### src/inc/asc_defs.vh
// register offsets, field positions, reset values and codes of the afe setup block
`ifndef ASC_DEFS_VH
`define ASC_DEFS_VH

// register byte addresses on the axi4-lite bus
`define ASC_ADDR_SETUP1      4'h0
`define ASC_ADDR_SETUP2      4'h4
`define ASC_ADDR_STATUS      4'h8

// reset values
`define ASC_SETUP1_RST       8'h03
`define ASC_SETUP2_RST       4'h0

// power / sampling register fields
`define ASC_F_ENABLE         0
`define ASC_F_DSAMPLE        1
`define ASC_F_SINGLE         2
`define ASC_F_DUAL           3
`define ASC_F_OFFS_LO        4
`define ASC_F_OFFS_HI        5
`define ASC_F_FASTEST        6
`define ASC_F_COMPAT         7

// output format register fields
`define ASC_F_FMT_LO         0
`define ASC_F_FMT_HI         1
`define ASC_F_INVERT         2
`define ASC_F_OPDIS          3

// output format codes
`define ASC_FMT_BYTE         2'h1
`define ASC_FMT_NIBBLE       2'h3

// zero-input output codes
`define ASC_CODE_MID         16'h7fff
`define ASC_CODE_FULL        16'hffff
`define ASC_CODE_ZERO        16'h0000

// axi responses
`define ASC_RESP_OKAY        2'h0
`define ASC_RESP_SLVERR      2'h2

`endif

### src/logic/asc_setup_ctrl.v
// afe setup control: two setup registers, mode decode and output pin formatter
// Operation
// enable clear powers whole device down
// bit1 selects single-ended or double sampling
// single channel uses selected input only
// dual channel samples red and green
// offset code sets zero-input output level
// host sets inversion for zero-code negative video
// fastest bit ignored without compatible timing
// bit7 selects normal or compatible timing
// host supplies double clock, pixel-rate sample
// reset sample pin drives clamp/autocycle role
// format: 8+8, upper byte, or nibbles
// inversion bit inverts output data digitally
// output disable bit tristates output pins
// pins driven only when enable pin low
//
// Decided for this implementation: the register offsets and register access over AXI4-Lite.
`timescale 1ns/1ps
`include "asc_defs.vh"

module asc_setup_ctrl (
  input  wire        clk,
  input  wire        nrst,
  input  wire        ce,
  // axi4-lite slave; only byte lane 0 of each word is kept,
  // the upper lanes read back as zero and writes to them are dropped
  input  wire [3:0]  awaddr,
  input  wire        awvalid,
  output wire        awready,
  input  wire [31:0] wdata,
  input  wire [3:0]  wstrb,
  input  wire        wvalid,
  output wire        wready,
  output reg  [1:0]  bresp,
  output reg         bvalid,
  input  wire        bready,
  input  wire [3:0]  araddr,
  input  wire        arvalid,
  output wire        arready,
  output reg  [31:0] rdata,
  output reg  [1:0]  rresp,
  output reg         rvalid,
  input  wire        rready,
  // analogue core controls; all are levels that the core may sample
  // at any time, so each one leaves a flip-flop
  input  wire [1:0]  inputSelect,
  output reg         powerDown,
  output reg         doubleSampleEn,
  output reg  [2:0]  chanEnable,
  output reg  [15:0] zeroInputCode,
  output reg         compatTiming,
  output reg         compatMode4,
  input  wire        resetSamplePulse,
  output reg         clampAutocycle,
  // converted samples and output pins; the pins are released whenever
  // either the pin or the register bit asks for it
  input  wire [15:0] adcData,
  input  wire        adcValid,
  input  wire        outputEnableNPin,
  output reg  [7:0]  opData,
  output reg         opStrobe,
  output wire        opOe_n
);

  // setup register storage
  // both registers come out of reset in their defaults, so the device is
  // fully active with double sampling and three channels before software
  // has touched anything
  reg  [7:0]  setup1_r;            // power / sampling / timing
  reg  [3:0]  setup2_r;            // format / invert / disable
  // write channel capture
  // only lane 0 and its strobe are kept, the rest of the data is unused
  reg         awGot_r;             // address held, waiting for data
  reg         wGot_r;              // data held, waiting for address
  reg  [3:0]  awAddr_r;
  reg  [7:0]  wByte_r;
  reg         wStrb_r;
  // output formatter state
  // word_r holds the sample left-aligned; each slot shifts it up so the
  // next part always sits in the top bits
  reg  [15:0] word_r;              // sample being shifted out
  reg  [1:0]  slot_r;              // slots still to send after current
  reg  [1:0]  slot_nxt;
  reg  [15:0] word_nxt;

  // address decode shared by read and write paths
  // index 0 marks an unmapped address; both paths answer it with an
  // error response instead of aliasing it onto a real register
  function [1:0] decIdx;
    input [3:0] a;
    begin
      case (a)
        `ASC_ADDR_SETUP1: decIdx = 2'h1;
        `ASC_ADDR_SETUP2: decIdx = 2'h2;
        `ASC_ADDR_STATUS: decIdx = 2'h3;
        default:          decIdx = 2'h0;
      endcase
    end
  endfunction

  // field decodes
  // these are plain wires off the register; everything the core sees is
  // registered again further down
  wire        enable   = setup1_r[`ASC_F_ENABLE];
  wire        compat   = setup1_r[`ASC_F_COMPAT];
  wire [1:0]  ampOffsetSel   = setup1_r[`ASC_F_OFFS_HI:`ASC_F_OFFS_LO];
  wire [1:0]  outputFormatSel = setup2_r[`ASC_F_FMT_HI:`ASC_F_FMT_LO];
  wire        outputInvert   = setup2_r[`ASC_F_INVERT];
  wire        outputDisable  = setup2_r[`ASC_F_OPDIS];

  // nibble mode outside compatible timing falls back to 8+8, a safe default:
  // a receiver that expects whole bytes never sees half-filled pins
  // format decode
  wire        fmtByte   = (outputFormatSel == `ASC_FMT_BYTE);
  wire        fmtNibble = (outputFormatSel == `ASC_FMT_NIBBLE) && compat;

  // the write completes when both halves are present, from regs or the bus
  // taking the late half straight off the bus saves one cycle per write;
  // the price is a mux in front of the register data path
  wire        awTake  = awvalid && awready;
  wire        wTake   = wvalid && wready;
  wire        haveAw  = awGot_r || awTake;
  wire        haveW   = wGot_r || wTake;
  wire        doWrite = haveAw && haveW;
  wire [3:0]  wrAddr  = awGot_r ? awAddr_r : awaddr;
  wire [7:0]  wrByte  = wGot_r ? wByte_r : wdata[7:0];
  wire        wrLane  = wGot_r ? wStrb_r : wstrb[0];

  // no new write is taken while a response is pending
  // this keeps at most one write in flight, so a single response register
  // is enough and no response can be lost
  assign awready = !awGot_r && !bvalid;
  assign wready  = !wGot_r && !bvalid;
  assign arready = !rvalid;

  // output enable is combinational so the pin takes effect at once,
  // matching an external enable that may be toggled between lines
  // pin gates drive
  // disable bit tristates
  assign opOe_n = outputEnableNPin || outputDisable;

  // write channel and register updates
  // a held half waits in awGot_r or wGot_r until its partner arrives;
  // ready stays low for that channel meanwhile
  always @(posedge clk or negedge nrst) begin
    if (!nrst) begin
      setup1_r <= `ASC_SETUP1_RST;
      setup2_r <= `ASC_SETUP2_RST;
      awGot_r  <= 1'b0;
      wGot_r   <= 1'b0;
      awAddr_r <= 4'h0;
      wByte_r  <= 8'h00;
      wStrb_r  <= 1'b0;
      bvalid   <= 1'b0;
      bresp    <= `ASC_RESP_OKAY;
    end else if (ce) begin
      // response leaves once accepted
      if (bvalid && bready) begin
        bvalid <= 1'b0;
      end
      if (doWrite) begin
        // both halves here: commit and answer
        awGot_r <= 1'b0;
        wGot_r  <= 1'b0;
        bvalid  <= 1'b1;
        bresp   <= `ASC_RESP_OKAY;
        case (decIdx(wrAddr))
          2'h1: if (wrLane) setup1_r <= wrByte;
          2'h2: if (wrLane) setup2_r <= wrByte[3:0];
          2'h3: ; // status is read only, write ignored
          default: bresp <= `ASC_RESP_SLVERR;
        endcase
      end else begin
        // hold whichever half arrived first
        if (awTake) begin
          awGot_r  <= 1'b1;
          awAddr_r <= awaddr;
        end
        if (wTake) begin
          wGot_r  <= 1'b1;
          wByte_r <= wdata[7:0];
          wStrb_r <= wstrb[0];
        end
      end
    end
  end

  // read channel; status shows decoded block state
  // status bits: [2:0] channel enables, [4] double sampling, [5] power
  // down, [6] fastest compatible mode, [7] output pins driven
  always @(posedge clk or negedge nrst) begin
    if (!nrst) begin
      rvalid <= 1'b0;
      rdata  <= 32'h0000_0000;
      rresp  <= `ASC_RESP_OKAY;
    end else if (ce) begin
      if (rvalid && rready) begin
        rvalid <= 1'b0;
      end else if (arvalid && arready) begin
        rvalid <= 1'b1;
        rresp  <= `ASC_RESP_OKAY;
        case (decIdx(araddr))
          2'h1: rdata <= {24'h000000, setup1_r};
          2'h2: rdata <= {28'h0000000, setup2_r};
          2'h3: rdata <= {24'h000000, !opOe_n, compatMode4, powerDown,
                          doubleSampleEn, 1'b0, chanEnable};
          default: begin
            rdata <= 32'h0000_0000;
            rresp <= `ASC_RESP_SLVERR;
          end
        endcase
      end
    end
  end

  // analogue core controls, registered so they glitch-free reach the core
  // every control follows its register one edge after the write; the
  // core must tolerate that one cycle in which old and new settings mix
  always @(posedge clk or negedge nrst) begin
    if (!nrst) begin
      powerDown      <= 1'b0;
      doubleSampleEn <= 1'b0;
      chanEnable     <= 3'h0;
      zeroInputCode  <= `ASC_CODE_MID;
      compatTiming   <= 1'b0;
      compatMode4    <= 1'b0;
      clampAutocycle <= 1'b0;
    end else if (ce) begin
      // global enable powers down all
      powerDown <= !enable;
      // sampling select
      doubleSampleEn <= enable && setup1_r[`ASC_F_DSAMPLE];
      if (!enable) begin
        chanEnable <= 3'h0;
      // single channel wins when both mode bits are set
      // single channel select
      end else if (setup1_r[`ASC_F_SINGLE]) begin
        case (inputSelect)
          2'h0:    chanEnable <= 3'h1;
          2'h1:    chanEnable <= 3'h2;
          default: chanEnable <= 3'h4;
        endcase
      // red and green, blue off
      end else if (setup1_r[`ASC_F_DUAL]) begin
        chanEnable <= 3'h3;
      end else begin
        chanEnable <= 3'h7;
      end
      // codes 00 and 01 both give mid-scale
      // zero-input code
      case (ampOffsetSel)
        2'h2:    zeroInputCode <= `ASC_CODE_FULL;
        2'h3:    zeroInputCode <= `ASC_CODE_ZERO;
        default: zeroInputCode <= `ASC_CODE_MID;
      endcase
      // compatible timing select
      compatTiming <= compat;
      // fastest bit gated by compat
      compatMode4 <= compat && setup1_r[`ASC_F_FASTEST];
      // in normal timing the clamp role stays idle; the pin is then read
      // by other logic outside this block
      // clamp from pin
      clampAutocycle <= compat && resetSamplePulse;
    end
  end

  // formatter next state: load a new sample or shift the next slot
  // a new sample always wins over the slots still pending; the host must
  // space samples at least one slot count apart or lose the tail
  // slot count after the first: nibble 3, 8+8 one, upper byte none
  always @* begin
    word_nxt = word_r;
    slot_nxt = slot_r;
    if (adcValid && enable) begin
      // inversion is applied once at load so every slot of a sample agrees
      // invert output data
      word_nxt = outputInvert ? ~adcData : adcData;
      slot_nxt = fmtNibble ? 2'h3 : (fmtByte ? 2'h0 : 2'h1);
    end else if (slot_r != 2'h0) begin
      word_nxt = fmtNibble ? {word_r[11:0], 4'h0} : {word_r[7:0], 8'h00};
      slot_nxt = slot_r - 2'h1;
    end
  end

  // output data pins, upper part first
  // opData is taken from word_nxt so the first slot appears one edge
  // after the sample, not two
  always @(posedge clk or negedge nrst) begin
    if (!nrst) begin
      word_r   <= 16'h0000;
      slot_r   <= 2'h0;
      opData   <= 8'h00;
      opStrobe <= 1'b0;
    end else if (ce) begin
      word_r   <= word_nxt;
      slot_r   <= slot_nxt;
      opStrobe <= (adcValid && enable) || (slot_r != 2'h0);
      // nibble in low bits, else byte
      if (fmtNibble) begin
        opData <= {4'h0, word_nxt[15:12]};
      end else begin
        opData <= word_nxt[15:8];
      end
    end
  end

endmodule

### config.mk
export PLATFORM = sky130hd
export DESIGN_NAME = asc_setup_ctrl
export DESIGN_NICKNAME = d
export VERILOG_FILES = /design/src/logic/asc_setup_ctrl.v
export VERILOG_INCLUDE_DIRS = /design/src /design/src/inc
export SDC_FILE = /design/constraint.sdc
export NUM_CORES = 1
export LEC_CHECK = 0
export CAP_MARGIN = 20
export CORE_MARGIN = 2
export CORE_UTILIZATION = 37
export DETAILED_ROUTE_END_ITERATION = 7
export DONT_BUFFER_PORTS = 1
export PLACE_DENSITY = 0.65
export SLEW_MARGIN = 40
export SYNTH_ARGS = -nofsm -noshare
export SYNTH_HDL_FRONTEND = slang
export SYNTH_SLANG_ARGS = --single-unit
### constraint.sdc
create_clock -name clk -period 1.8 [get_ports clk]
set_input_delay 0.09 -clock clk [delete_from_list [all_inputs] [get_ports clk]]
set_output_delay 0.09 -clock clk [all_outputs]
set_load 0.02 [all_outputs]
Yosys cells after proc, flatten, opt, wreduce, memory -nomap -nowiden. Index checks and enable logic that the tools add are counted.

Output and inout port bits: 75. Bits in registers: 116. Input port bits: 73.

Bitwise operators: 3. Equal/unequal tests: 15. Multiplexer cells: 35. $add $sub $neg: 1. Reduce and logical (&&, ||, !) cells: 45.

Operators by type and width (number): $mux 16 (4); $pmux 16 s2 (1); $pmux 8 s3 (1); $mux 2 (10); $mux 8 (2); $not 16->16 (1); $eq 2x2->1 const B (7); $logic_and 1x1->1 (13); $pmux 2 s3 (2); $reduce_and 2->1 (6); $reduce_bool 2->1 (6); $mux 1 (10); $mux 3 (3); $reduce_and 3->1 (3); $eq 2x1->1 const B (4); $eq 4x3->1 const B (2); $eq 4x4->1 const B (2); $logic_not 4->1 (2); $reduce_and 4->1 (2); $logic_not 1->1 (6); $pmux 3 s2 (1); $reduce_or 3->1 (2); $logic_or 1x1->1 (4); $mux 4 (1); other kinds (3) (4).

Logic depth before layout (Yosys ltp). Gate-level depths: netlist of the first run.

Depth after elaboration: 10. Depth in mapped cells: 8. Depth with buffers taken out: 6.

Worst setup path after synthesis of the first run. Ideal clock, no wire load.

Path type: register -> register. Start point: register awGot_r. End point: register setup1_r[2]. Stages on the path, launching flop included: 6. Clock period less this slack: 1.907 ns. Library setup time: 0.125 ns. Arrival: 1.782 ns. Path slack: -0.107 ns. Cell sequence: dfrtp_1 buf_6 nor3_1 o211ai_1 a2111oi_4 mux2_2.

Word-level cells in the longest chain between the ends: 7. Elaborated cells between the ends (all ways): 14.

Ends and longest elaborated chain: start: declaration (line asc_setup_ctrl.v:74) `reg awGot_r;`; start signal: assignment (line asc_setup_ctrl.v:150) `awGot_r <= 1'b0;`; start signal: assignment (line asc_setup_ctrl.v:164) `awGot_r <= 1'b0;`; start signal: assignment (line asc_setup_ctrl.v:177) `awGot_r <= 1'b1;`; $mux 4 (line asc_setup_ctrl.v:126) `wire [3:0] wrAddr = awGot_r ? awAddr_r : awaddr;`; $eq 4x4->1 (tied with other cells) (line asc_setup_ctrl.v:93) `case (a)`; $pmux 2 s3 (line asc_setup_ctrl.v:93); $mux 2 (line asc_setup_ctrl.v:162) `if (doWrite) begin`; $mux 2 (line asc_setup_ctrl.v:157) `end else if (ce) begin`; $eq 2x1->1 (line asc_setup_ctrl.v:168) `case (decIdx(wrAddr))`; $reduce_and 4->1 (no line) (*); end signal: assignment (line asc_setup_ctrl.v:148) `` setup1_r <= `ASC_SETUP1_RST; ``; end signal: assignment (line asc_setup_ctrl.v:169) `2'h1: if (wrLane) setup1_r <= wrByte;`; end: declaration (line asc_setup_ctrl.v:70) `reg [7:0] setup1_r;`.

Mark *: on every way between the ends. The rest lies on a longest branch, timed or not. The select of a mux whose other input is x is not followed. A chain may end at the register's enable or synchronous reset.

Worst setup path in the final report of the first run.
Start point: register bvalid. End point: register setup1_r[2].

Word-level cells in the longest chain between the ends: 6. Elaborated cells between the ends (all ways): 9.

Ends and longest elaborated chain: start: declaration (line asc_setup_ctrl.v:36) `output reg bvalid,`; start signal: assignment (line asc_setup_ctrl.v:155) `bvalid <= 1'b0;`; start signal: assignment (line asc_setup_ctrl.v:160) `bvalid <= 1'b0;`; start signal: assignment (line asc_setup_ctrl.v:166) `bvalid <= 1'b1;`; $logic_not 1->1 (*) (line asc_setup_ctrl.v:133, asc_setup_ctrl.v:134); $logic_and 1x1->1, on equally long branches (line asc_setup_ctrl.v:133, asc_setup_ctrl.v:134); $logic_and 1x1->1, on equally long branches (line asc_setup_ctrl.v:121, asc_setup_ctrl.v:122); $logic_or 1x1->1, on equally long branches (line asc_setup_ctrl.v:123, asc_setup_ctrl.v:124); $logic_and 1x1->1 (*) (line asc_setup_ctrl.v:125) `wire doWrite = haveAw && haveW;`; $reduce_and 4->1 (no line) (*).

Mark *: on every way between the ends. The rest lies on a longest branch, timed or not.

==> results.md, run 1 <==
* # setup viols final at 0
* Residual DRC at 0
* Syn Inst Count at 402
* Post-route ant nets at 0
* TritonRoute pass-1 iters at 4
* Total GRT Usage at 16.5%
* Port bufs at 0
* Leak at ~2.2 nW
* Routed WL per cell at about 17 um
* Fin crit share at a little over nine tenths
* Setup TNS at 0 ns
* Crit path time final at approximately 1.7 ns
* DRT Wirelength at just under 10000 um
* Violation count after the first detailed-route iteration at just over 300
* Placer congestion estimate at 0.756
* Cell Pwr Density at ~1500 nW/um^2
* Post-detail-place hpwl at around 6700 um
* GRT overflow at 0
* Clock Tree Root: clkbuf_16
* Buffers and inverters on the worst path at 1
* Critical Path Sink Type: flip-flop
* Worst-case hold slack at -0.555 ns
* First-pass GRT wire length at 16300 um
* Worst min path class: in -> async
* Yosys Warn Count at 0
* Final hold violations at 76
* Mean Syn Cell Area at approximately 10 um^2
* Startpoint types: flip-flop
* CTS clk-pin slew, worst paths at approximately 0.06 ns
* Distinct cell type count after synthesis at 47
* Die Area at 12200 um^2
* Vias per std cell at about 5.3
* CTS Hold Buffers Added at 25
* Max Cap Violations at 0
* Initial Utilization at between 30% and 40%
* Setup ws final at between 0.08 and 0.09 ns
* Area of the mapped netlist at ~4200 um^2
* H-tree depth at 3
* DR vias at between 3000 and 4000
* CP delay by family, top: compound AO/OA/AOI/OAI gates
* Die X at 111 um
* Register area share after synthesis at ~45%
* Final core utilization at 44.8%
* Max Fclk at ~580 MHz
* Synth Flop Type: dfrtp_1
* Peak supply drop at between 0.4 and 0.5 mV
* Fraction of registers with async set/reset at 100%
* Critical Path, Cell by Cell: nor2b_4 > o221ai_4 > a2111oi_4 > buf_6 > mux2_2
* Worst clock skew at approximately 0.0058 ns
* Vias in the first global route at 3105
* Slowest stage cell, crit path: dfrtp_2
* Clock Path Buffers at 2
* Clk_lat worst skew at ~0.34 ns
* Syn-to-layout area delta at 16.7%
* Clock sinks at 76
* Dpl ws at -0.0383 ns
* Critical path class: reg -> reg
* Share of layout cells above drive strength 1 at approximately 22%
* TritonCTS buffer count at 9
* Number of synthesized flops with an enable pin at 0
* IO Pins at 148
* Slew Limit Fails at 0
* Crit path largest cell delay at 0.45 ns
* CP arrival at around 1.9 ns
* CP max FO at 8
* Synthesized flop and latch total at 76
* Largest net degree at the start of global routing at 77
* Initial antenna violation count at 0
* Status: finished, violations left
* TritonCTS clock tree: done
* Failing checks: negative hold slack
* Die height at 111 um
* Ant. Diodes at 0
* Core area at approximately 11000 um^2
* FP Rows at 38
* Nets at around 500
* CP Data Required Time at roughly 2.0 ns
==> per-stage QoR <==
stage / power, W / instances / instance area [um^2]
2_1_floorplan: 0.00466 / 427 / 4310
3_3_place_gp: 0.00509 / 526 / 4280
3_5_place_dp: 0.00521 / 526 / 4280
4_1_cts: 0.00718 / 567 / 4860
5_1_grt: 0.00764 / 569 / 4900
6_report: 0.00723 / 569 / 4900
==> cells in the final DEF, fill, tap and decap left out, types with 5 or more instances in the layout <==
cell            n
dfrtp_1        71
mux2_2         43
o21ai_0        34
inv_1          30
conb_1         26
dlygate4sd3_1  24
nand2_1        23
mux2i_1        18
buf_4          18
o211ai_1       13
xnor2_1        10
nand3_1         9
nor2b_1         9
clkbuf_16       9
o2111ai_1       8
nor2_1          7
xor2_1          6
a32oi_1         5
==> sequential cells by signal (all words and copies together) (netlist names), 2 cells and up <==
signal	flops
setup1_r	8
setup2_r	4
slot_r	2
opData	8
awAddr_r	4
rdata	8
word_r	16
wByte_r	8
chanEnable	3
zeroInputCode	2
==> cell usage after synthesis (all sizes together), types with 3 or more instances <==
cell     count  area share [%]
nand3        9             1.1
nand3b       3            0.54
o2111ai      8             1.7
xnor2       10             2.1
inv         30             2.7
nor2b       11             1.6
buf         45             7.9
o22ai        4            0.60
mux2i       18             4.3
dfstp        3             1.9
xor2         6             1.3
nand2       23             2.1
dfrtp       73              43
a32oi        5             1.0
a21oi        3            0.36
nand2b       4            0.60
o21ai       35             4.2
o211ai      13             2.3
mux2        44              12
a22o         4            0.83
nor2         8            0.71
clkbuf      16             1.4
==> worst paths after layout <==
check | slack [ns] | depth (start not counted) | endpoint | start
worst max-delay path | 0.08 | 5 | setup1_r[2] | bvalid
worst min-delay path | -0.56 | 0 | bvalid | nrst
worst max register to register | 0.08 | 5 | setup1_r[2] | bvalid
worst min register to register | 0.50 | 1 | wByte_r[5] | wByte_r[5]
max in group asynchronous | 2.14 | 0 | zeroInputCode[14] | nrst
min in group clk | 0.01 | 3 | chanEnable[1] | inputSelect[1]
==> report_power, final <==
part | total (W) | leakage [nW] | switching (W) | internal (W)
sequential | 0.00302 | 0.975 | 0.000728 | 0.00230
combinational | 0.00232 | 1.03 | 0.00121 | 0.00111
clock | 0.00189 | 0.150 | 0.000677 | 0.00121
==> area by class of cell <==
type	instances	area [um^2]
clock buffers	11	233
multi-input cells	260	1930
repair buffers	47	467
fillers	1016	6030
flip-flops and latches	76	1910
clock inverters	5	77.6
well taps	140	175
inverters	30	113
==> per-layer routing <==
metal  vias up  global-route usage, %  share of wire [%]
li1       1398                      -                  -
met1      1496                   21.1                 43
met2       101                   26.7                 49
met3        16                   4.12                6.5
met4         0                   6.50                1.9
met5         -                      0                  0
==> cell families (layout without fill, tap and decap cells) <==
group | after synthesis | count (layout) | share of synthesized area, %
fa+ha+maj | 1 | 1 | 0.298
xor+xnor | 16 | 16 | 3.34
compound gates | 84 | 84 | 13.8
buf+inv | 91 | 93 | 12.0
flops | 76 | 76 | 45.4
simple gates | 71 | 71 | 9.09
other cells | 1 | 26 | 0.0893
mux | 62 | 62 | 16.1
==> timing repair <==
action | CTS | global route
buffers inserted | 0 | 2
pin swaps | 1 | 3
resized for setup | 2 | 6
endpoints found under the setup margin | 8 | 19
endpoints found under the hold margin | 130 | 76
Power figures use the tool's default switching activity.
==> run 2: changes to the inputs <==
Settings changed: CORE_ASPECT_RATIO set to 1.25, CORE_UTILIZATION 37 to 57, PLACE_DENSITY 0.65 to 0.87.
==> run 2 against run 1 <==
  * The flow finishes with violations (negative hold slack, negative setup slack)
  * Register-to-register slack worse by 0.09 ns
  * Clock skew rose by 0.0023 ns
  * Clock power is 29% lower
  * Final area shrank 3.8%
  * Non-clock buffer count did not move
  * Sequential cell count is the same
  * Critical path type unchanged
==> results.md, run 2 (same netlist as run 1, synthesis figures left out) <==
* Comb pwr share at 34.4% (+2.3 points)
* P_sw at 0.00256 W (-2.2%)
* Share of layout cells above drive strength 1 at 21.7% (-0.23 points)
* Final core utilization at 64.9% (+20 points)
* Initial Utilization at 57.8% (+19 points)
* Critical path class: reg -> reg
* Unrepaired setup endpoints after global routing: yes
* Fin crit share at 101% (+5.3 points)
* Clock power frac at 20.1% (-6.0 points)
* Syn-to-layout area delta at 12.2%
* Clock sinks at 76 (unchanged)
* Worst clock skew at 0.00805 ns (+0.00228 ns)
* Placer congestion estimate at 0.856 (+13%)
* # setup viols final at 6 (+6)
* DR vias at 3002 (-0.30%)
* Residual DRC at 0 (unchanged)
* Worst Tran Pin Value at about 0.83 ns
* Clock Tree Root: clkbuf_8
* Nets at 498 (unchanged)
* Die Area at 8080 um^2 (-34%)
* Violation count after the first detailed-route iteration at 171 (-44%)
* Worst min path class: in -> async
* Reg power frac at 45.5% (+3.7 points)
* Initial antenna violation count at 0 (unchanged)
* Vias in the first global route at 3020 (-2.7%)
* CTS clk-pin slew, worst paths at 0.08 ns (+0.02 ns)
* Leak at 2.10 nW (-2.8%)
* Startpoint types: flip-flop
* Clk_lat worst skew at 0.35 ns (about the same)
* Dpl ws at -0.0840 ns (-0.0457 ns)
* Routed WL per cell at 18.0 um (+4.0%)
* Port bufs at 0 (unchanged)
* P_int at 0.00409 W (-11%)
* Die X at 80.8 um (-27%)
* Final hold violations at 76 (unchanged)
* Post-route ant nets at 0 (unchanged)
* Final instance area at 4710 um^2 (-3.8%)
* CP max FO at 8 (unchanged)
* TritonCTS buffer count at 9 (unchanged)
* Ant. Diodes at 0 (unchanged)
* Peak supply drop at 0.860 mV (+77%)
* Depth of the worst register-to-register path at 5 (unchanged)
* TritonRoute pass-1 iters at 5 (+1)
* Total GRT Usage at 24.6% (+8.1 points)
* GRT overflow at 0 (unchanged)
* Core area at 7270 um^2 (-34%)
* FP Rows at 35 (-7.9%)
* Crit path time final at 1.81 ns (+0.0946 ns)
* Die height at 100 um (-9.6%)
* Worst reg2reg startpoint: awAddr_r[1]
* Slew margin rel. at ~45%
* Largest Register: word_r
* H-tree depth at 3 (unchanged)
* Slew Limit Fails at 0 (unchanged)
* Setup ws final at -0.0132 ns (-0.0946 ns)
* DRT Wirelength at 9390 um (-4.8%)
* Post-detail-place hpwl at 6210 um (-7.2%)
* Max Cap Violations at 0 (unchanged)
* Failing checks: negative hold slack, negative setup slack
* Max Fclk at 552 MHz (-5.2%)
* Vias per std cell at 5.76 (+8.9%)
* First-pass GRT wire length at 15100 um (-7.3%)
* Clock Path Buffers at 2 (unchanged)
* IO Pins at 148 (unchanged)
* Critical Path Sink Type: flip-flop
* CP arrival at 2.06 ns (+0.12 ns)
* Status: finished, violations left
* Commonest cells after routing, fill and taps aside: 72 x dfrtp_1, 38 x mux2_2, 34 x o21ai_0
* CP Data Required Time at 2.04 ns (+0.02 ns)
* Crit path launch: awAddr_r[1]
* Worst-case hold slack at -0.577 ns (-0.0220 ns)
* Largest net degree at the start of global routing at 77 (unchanged)
* Max FFs per register at 16 (unchanged)
* Most common cell after layout, fill and taps aside: dfrtp_1
* TritonCTS clock tree: done
* Cell Pwr Density at 1410 nW/um^2 (-4.4%)
* DP Area at 4210 um^2 (-1.7%)
* Switch share at 38.5% (+2.3 points)
==> run 2: changes by cell type in the layout (fill, tap and decap cells not counted), moves of 2 or more <==
| cell | change |
|---|---|
| nor2b_4 | -2 |
| clkbuf_16 | -9 |
| mux2_4 | +5 |
| clkbuf_8 | +10 |
| mux2_2 | -5 |
==> run 2: through the flow <==
step	std cells	TNS, ns	total power, W
2_1_floorplan	427	-0.220	0.00466
3_3_place_gp	478	-0.102	0.00504
3_5_place_dp	478	-0.457	0.00518
4_1_cts	520	-0.0951	0.00664
5_1_grt	521	-0.495	0.00706
6_report	521	-0.0374	0.00665
==> run 2: metal layers <==
layer | track usage [%] | wire length, um
met4 | 10.8 | 270
met2 | 40.9 | 4820
met1 | 29.8 | 3810
met5 | 0 | 0
met3 | 6.56 | 493
==> run 2: worst paths after layout <==
path,slack (ns),to
min in group clk,0.01,rdata[4]
hold reg to reg,0.51,zeroInputCode[14]
setup / recovery,-0.01,setup1_r[5]
max in group asynchronous,2.19,setup1_r[0]
hold / removal,-0.58,powerDown
setup reg to reg,-0.01,setup1_r[5]
==> run 2: layout make-up <==
cell class	instances	area [um^2]
fill	574	2550
multi-input combinational	260	1920
sequential	76	1910
timing repair buffer	47	454
clock buffer	11	141
tap	92	115
inverter	30	113
clock inverter	5	60.1
==> run 2: critical path, stage by stage, from the launching register on <==
cell	delay, ns
dfrtp_1	0.42
nor3b_4	0.23
o211ai_1	0.19
a2111oi_4	0.34
buf_6	0.21
mux2_4	0.31
==> run 2: timing repair <==
item	in CTS	in global routing
endpoints found under the hold margin	130	77
pin swaps	4	2
buffers inserted	2	0
resized for setup	7	1
hold buffers	24	1
endpoints found under the setup margin	9	9
==> run 2: power groups by stage <==
stage,clock network (W),logic [W],registers [W]
floorplan,0,0.00177,0.00288
global placement,0,0.00205,0.00300
detailed placement,0,0.00214,0.00305
CTS,0.00134,0.00228,0.00301
global route,0.00144,0.00252,0.00310
finish,0.00134,0.00229,0.00302
==> run 3: changes to the inputs <==
Settings changed: PLACE_DENSITY 0.87 to not set, PLACE_DENSITY_LB_ADDON set to 0.05, SLEW_MARGIN 40 to 20.
==> run 3 against run 2 <==
  * The flow finishes with violations (negative hold slack)
  * Via count down 1.9%
  * Final area is 1.2% higher
  * Combinational power barely moved
  * Non-clock buffer count is 4 higher
  * Critical endpoint is now setup1_r[7]
==> results.md, run 3 (same netlist as run 1, synthesis figures left out) <==
* Status: finished, violations left
* Failing checks: negative hold slack
* Placer congestion estimate at 0.830 (-3.0%)
* Depth of the worst register-to-register path at 5 (unchanged)
* Critical path class: reg -> reg
* Vias per std cell at 5.61 (-2.6%)
* Post-route ant nets at 0 (unchanged)
* DRT Wirelength at 8950 um (-4.6%)
* Leak at 2.13 nW (+1.3%)
* Worst reg2reg startpoint: awGot_r
* Violation count after the first detailed-route iteration at 80 (-53%)
* CP arrival at 2.02 ns (-0.04 ns)
* First-pass GRT wire length at 14800 um (-2.3%)
* Commonest cells after routing, fill and taps aside: 71 x dfrtp_1, 42 x mux2_2, 34 x o21ai_0
* Largest net degree at the start of global routing at 77 (unchanged)
* Setup slack, reg-to-reg at 0.02 ns (+0.03 ns)
* Max Cap Violations at 0 (unchanged)
* Worst-case hold slack at -0.579 ns (-0.00129 ns)
* Ant. Diodes at 0 (unchanged)
* Share of layout cells above drive strength 1 at 22.4% (+0.72 points)
* IO Pins at 148 (unchanged)
* Dpl ws at -0.107 ns (-0.0229 ns)
* # setup viols final at 0 (-6)
* FP Rows at 35 (unchanged)
* TritonRoute pass-1 iters at 4 (-1)
* CTS Hold Buffers Added at 26 (+8.3%)
* Critical Path Sink Type: flip-flop
* Total GRT Usage at 23.6% (-0.91 points)
* Initial Utilization at 57.8% (unchanged)
* Critical Path, Cell by Cell: nor3_2 > o211ai_1 > a2111oi_4 > buf_6 > mux2_2
* Die Area at 8080 um^2 (unchanged)
* Post-Place Cells at 482 (+0.84%)
* Max FFs per register at 16 (unchanged)
* H-tree depth at 3 (unchanged)
* GRT overflow at 0 (unchanged)
* CP max FO at 8 (unchanged)
* Vias in the first global route at 3018 (-0.066%)
* Nets at 502 (+0.80%)
* Clock sinks at 76 (unchanged)
* Clk_lat worst skew at 0.35 ns (about the same)
* Core area at 7270 um^2 (unchanged)
* Peak supply drop at 0.834 mV (-3.0%)
* Crit path largest cell delay at 0.45 ns (+0.03 ns)
* Cell Pwr Density at 1420 nW/um^2 (+0.89%)
* CTS clk-pin slew, worst paths at 0.09 ns (about the same)
* Residual DRC at 0 (unchanged)
* Syn-to-layout area delta at 13.6%
* Port bufs at 0 (unchanged)
* Fin crit share at 99.1% (-1.6 points)
* Largest Register: word_r
* Initial antenna violation count at 0 (unchanged)
* Unrepaired setup endpoints after global routing: yes
* Most common cell after layout, fill and taps aside: dfrtp_1
* Routed WL per cell at 17.1 um (-5.4%)
* Final hold violations at 76 (unchanged)
* TritonCTS buffer count at 9 (unchanged)
* Max Fclk at 561 MHz (+1.7%)
* Finished Layout Cells at 525 (+0.77%)
* Setup TNS at 0 ns (+0.0374 ns)
* TritonCTS clock tree: done
* Post-detail-place hpwl at 5900 um (-4.9%)
* Slew Limit Fails at 0 (unchanged)
* Critical R2R Capture: setup1_r[7]
* Clock Tree Root: clkbuf_8
* Die X at 80.8 um (unchanged)
* Die height at 100 um (unchanged)
* Crit path time final at 1.78 ns (-0.0297 ns)
* Setup ws final at 0.0165 ns (+0.0297 ns)
* CP Data Required Time at 2.04 ns (about the same)
* Slowest stage cell, crit path: dfrtp_2
* Startpoint types: flip-flop
* Clock Path Buffers at 2 (unchanged)
* Worst min path class: in -> async
* Worst clock skew at 0.0121 ns (+0.00404 ns)
* DR vias at 2946 (-1.9%)
* Overall Power at 0.00679 W (+2.2%)
-- run 3: repair_timing --
item,4_1_cts,5_1_grt
endpoints found under the setup margin,8,10
hold endpoints to repair,133,76
gates resized for setup,2,2
setup buffers,1,0
-- run 3: report_power, final --
part | internal [W] | switching [W]
Combinational | 0.00114 | 0.00113
Sequential | 0.00229 | 0.000725
Clock | 0.000834 | 0.000670
-- run 3: worst max-delay path by stage --
stage             from  cells past startpoint     endpoint  slack [ns]
2_1_floorplan  awGot_r                      5  setup1_r[2]       -0.04
3_3_place_gp   awGot_r                      5  setup1_r[7]       -0.07
3_5_place_dp   awGot_r                      5  setup1_r[7]       -0.11
4_1_cts        awGot_r                      5  setup1_r[2]       0.004
5_1_grt        awGot_r                      5  setup1_r[6]       -0.08
6_report       awGot_r                      5  setup1_r[7]        0.02
-- run 3: worst max-delay path: cells and delay by family, from the launching register on --
family	cells	cell delay [ns]
compound gates	2	0.49
flops	1	0.45
mux	1	0.33
simple gates	1	0.21
buf+inv	1	0.20
-- run 3: metal layers --
layer  vias up  global-route usage, %  share of wire [%]
li1       1394                      -                  -
met1      1464                   30.2                 43
met2        69                   38.8                 50
met3        19                   5.76                4.7
met4         0                   9.13                2.2
met5         -                      0                  0
-- run 3: layout make-up --
cell class | instances | area [um^2]
flip-flops and latches | 76 | 1910
inverters | 30 | 113
fillers | 608 | 2500
clock buffers | 10 | 138
well taps | 92 | 115
clock inverters | 6 | 93.8
multi-input cells | 260 | 1910
repair buffers | 51 | 499
-- run 3: metrics by stage --
step                cell area (um^2)  util, %
global placement                4250     58.5
global route                    4770     65.7
floorplan                       4310        -
finish                          4770     65.7
CTS                             4770     65.6
detailed placement              4250     58.5
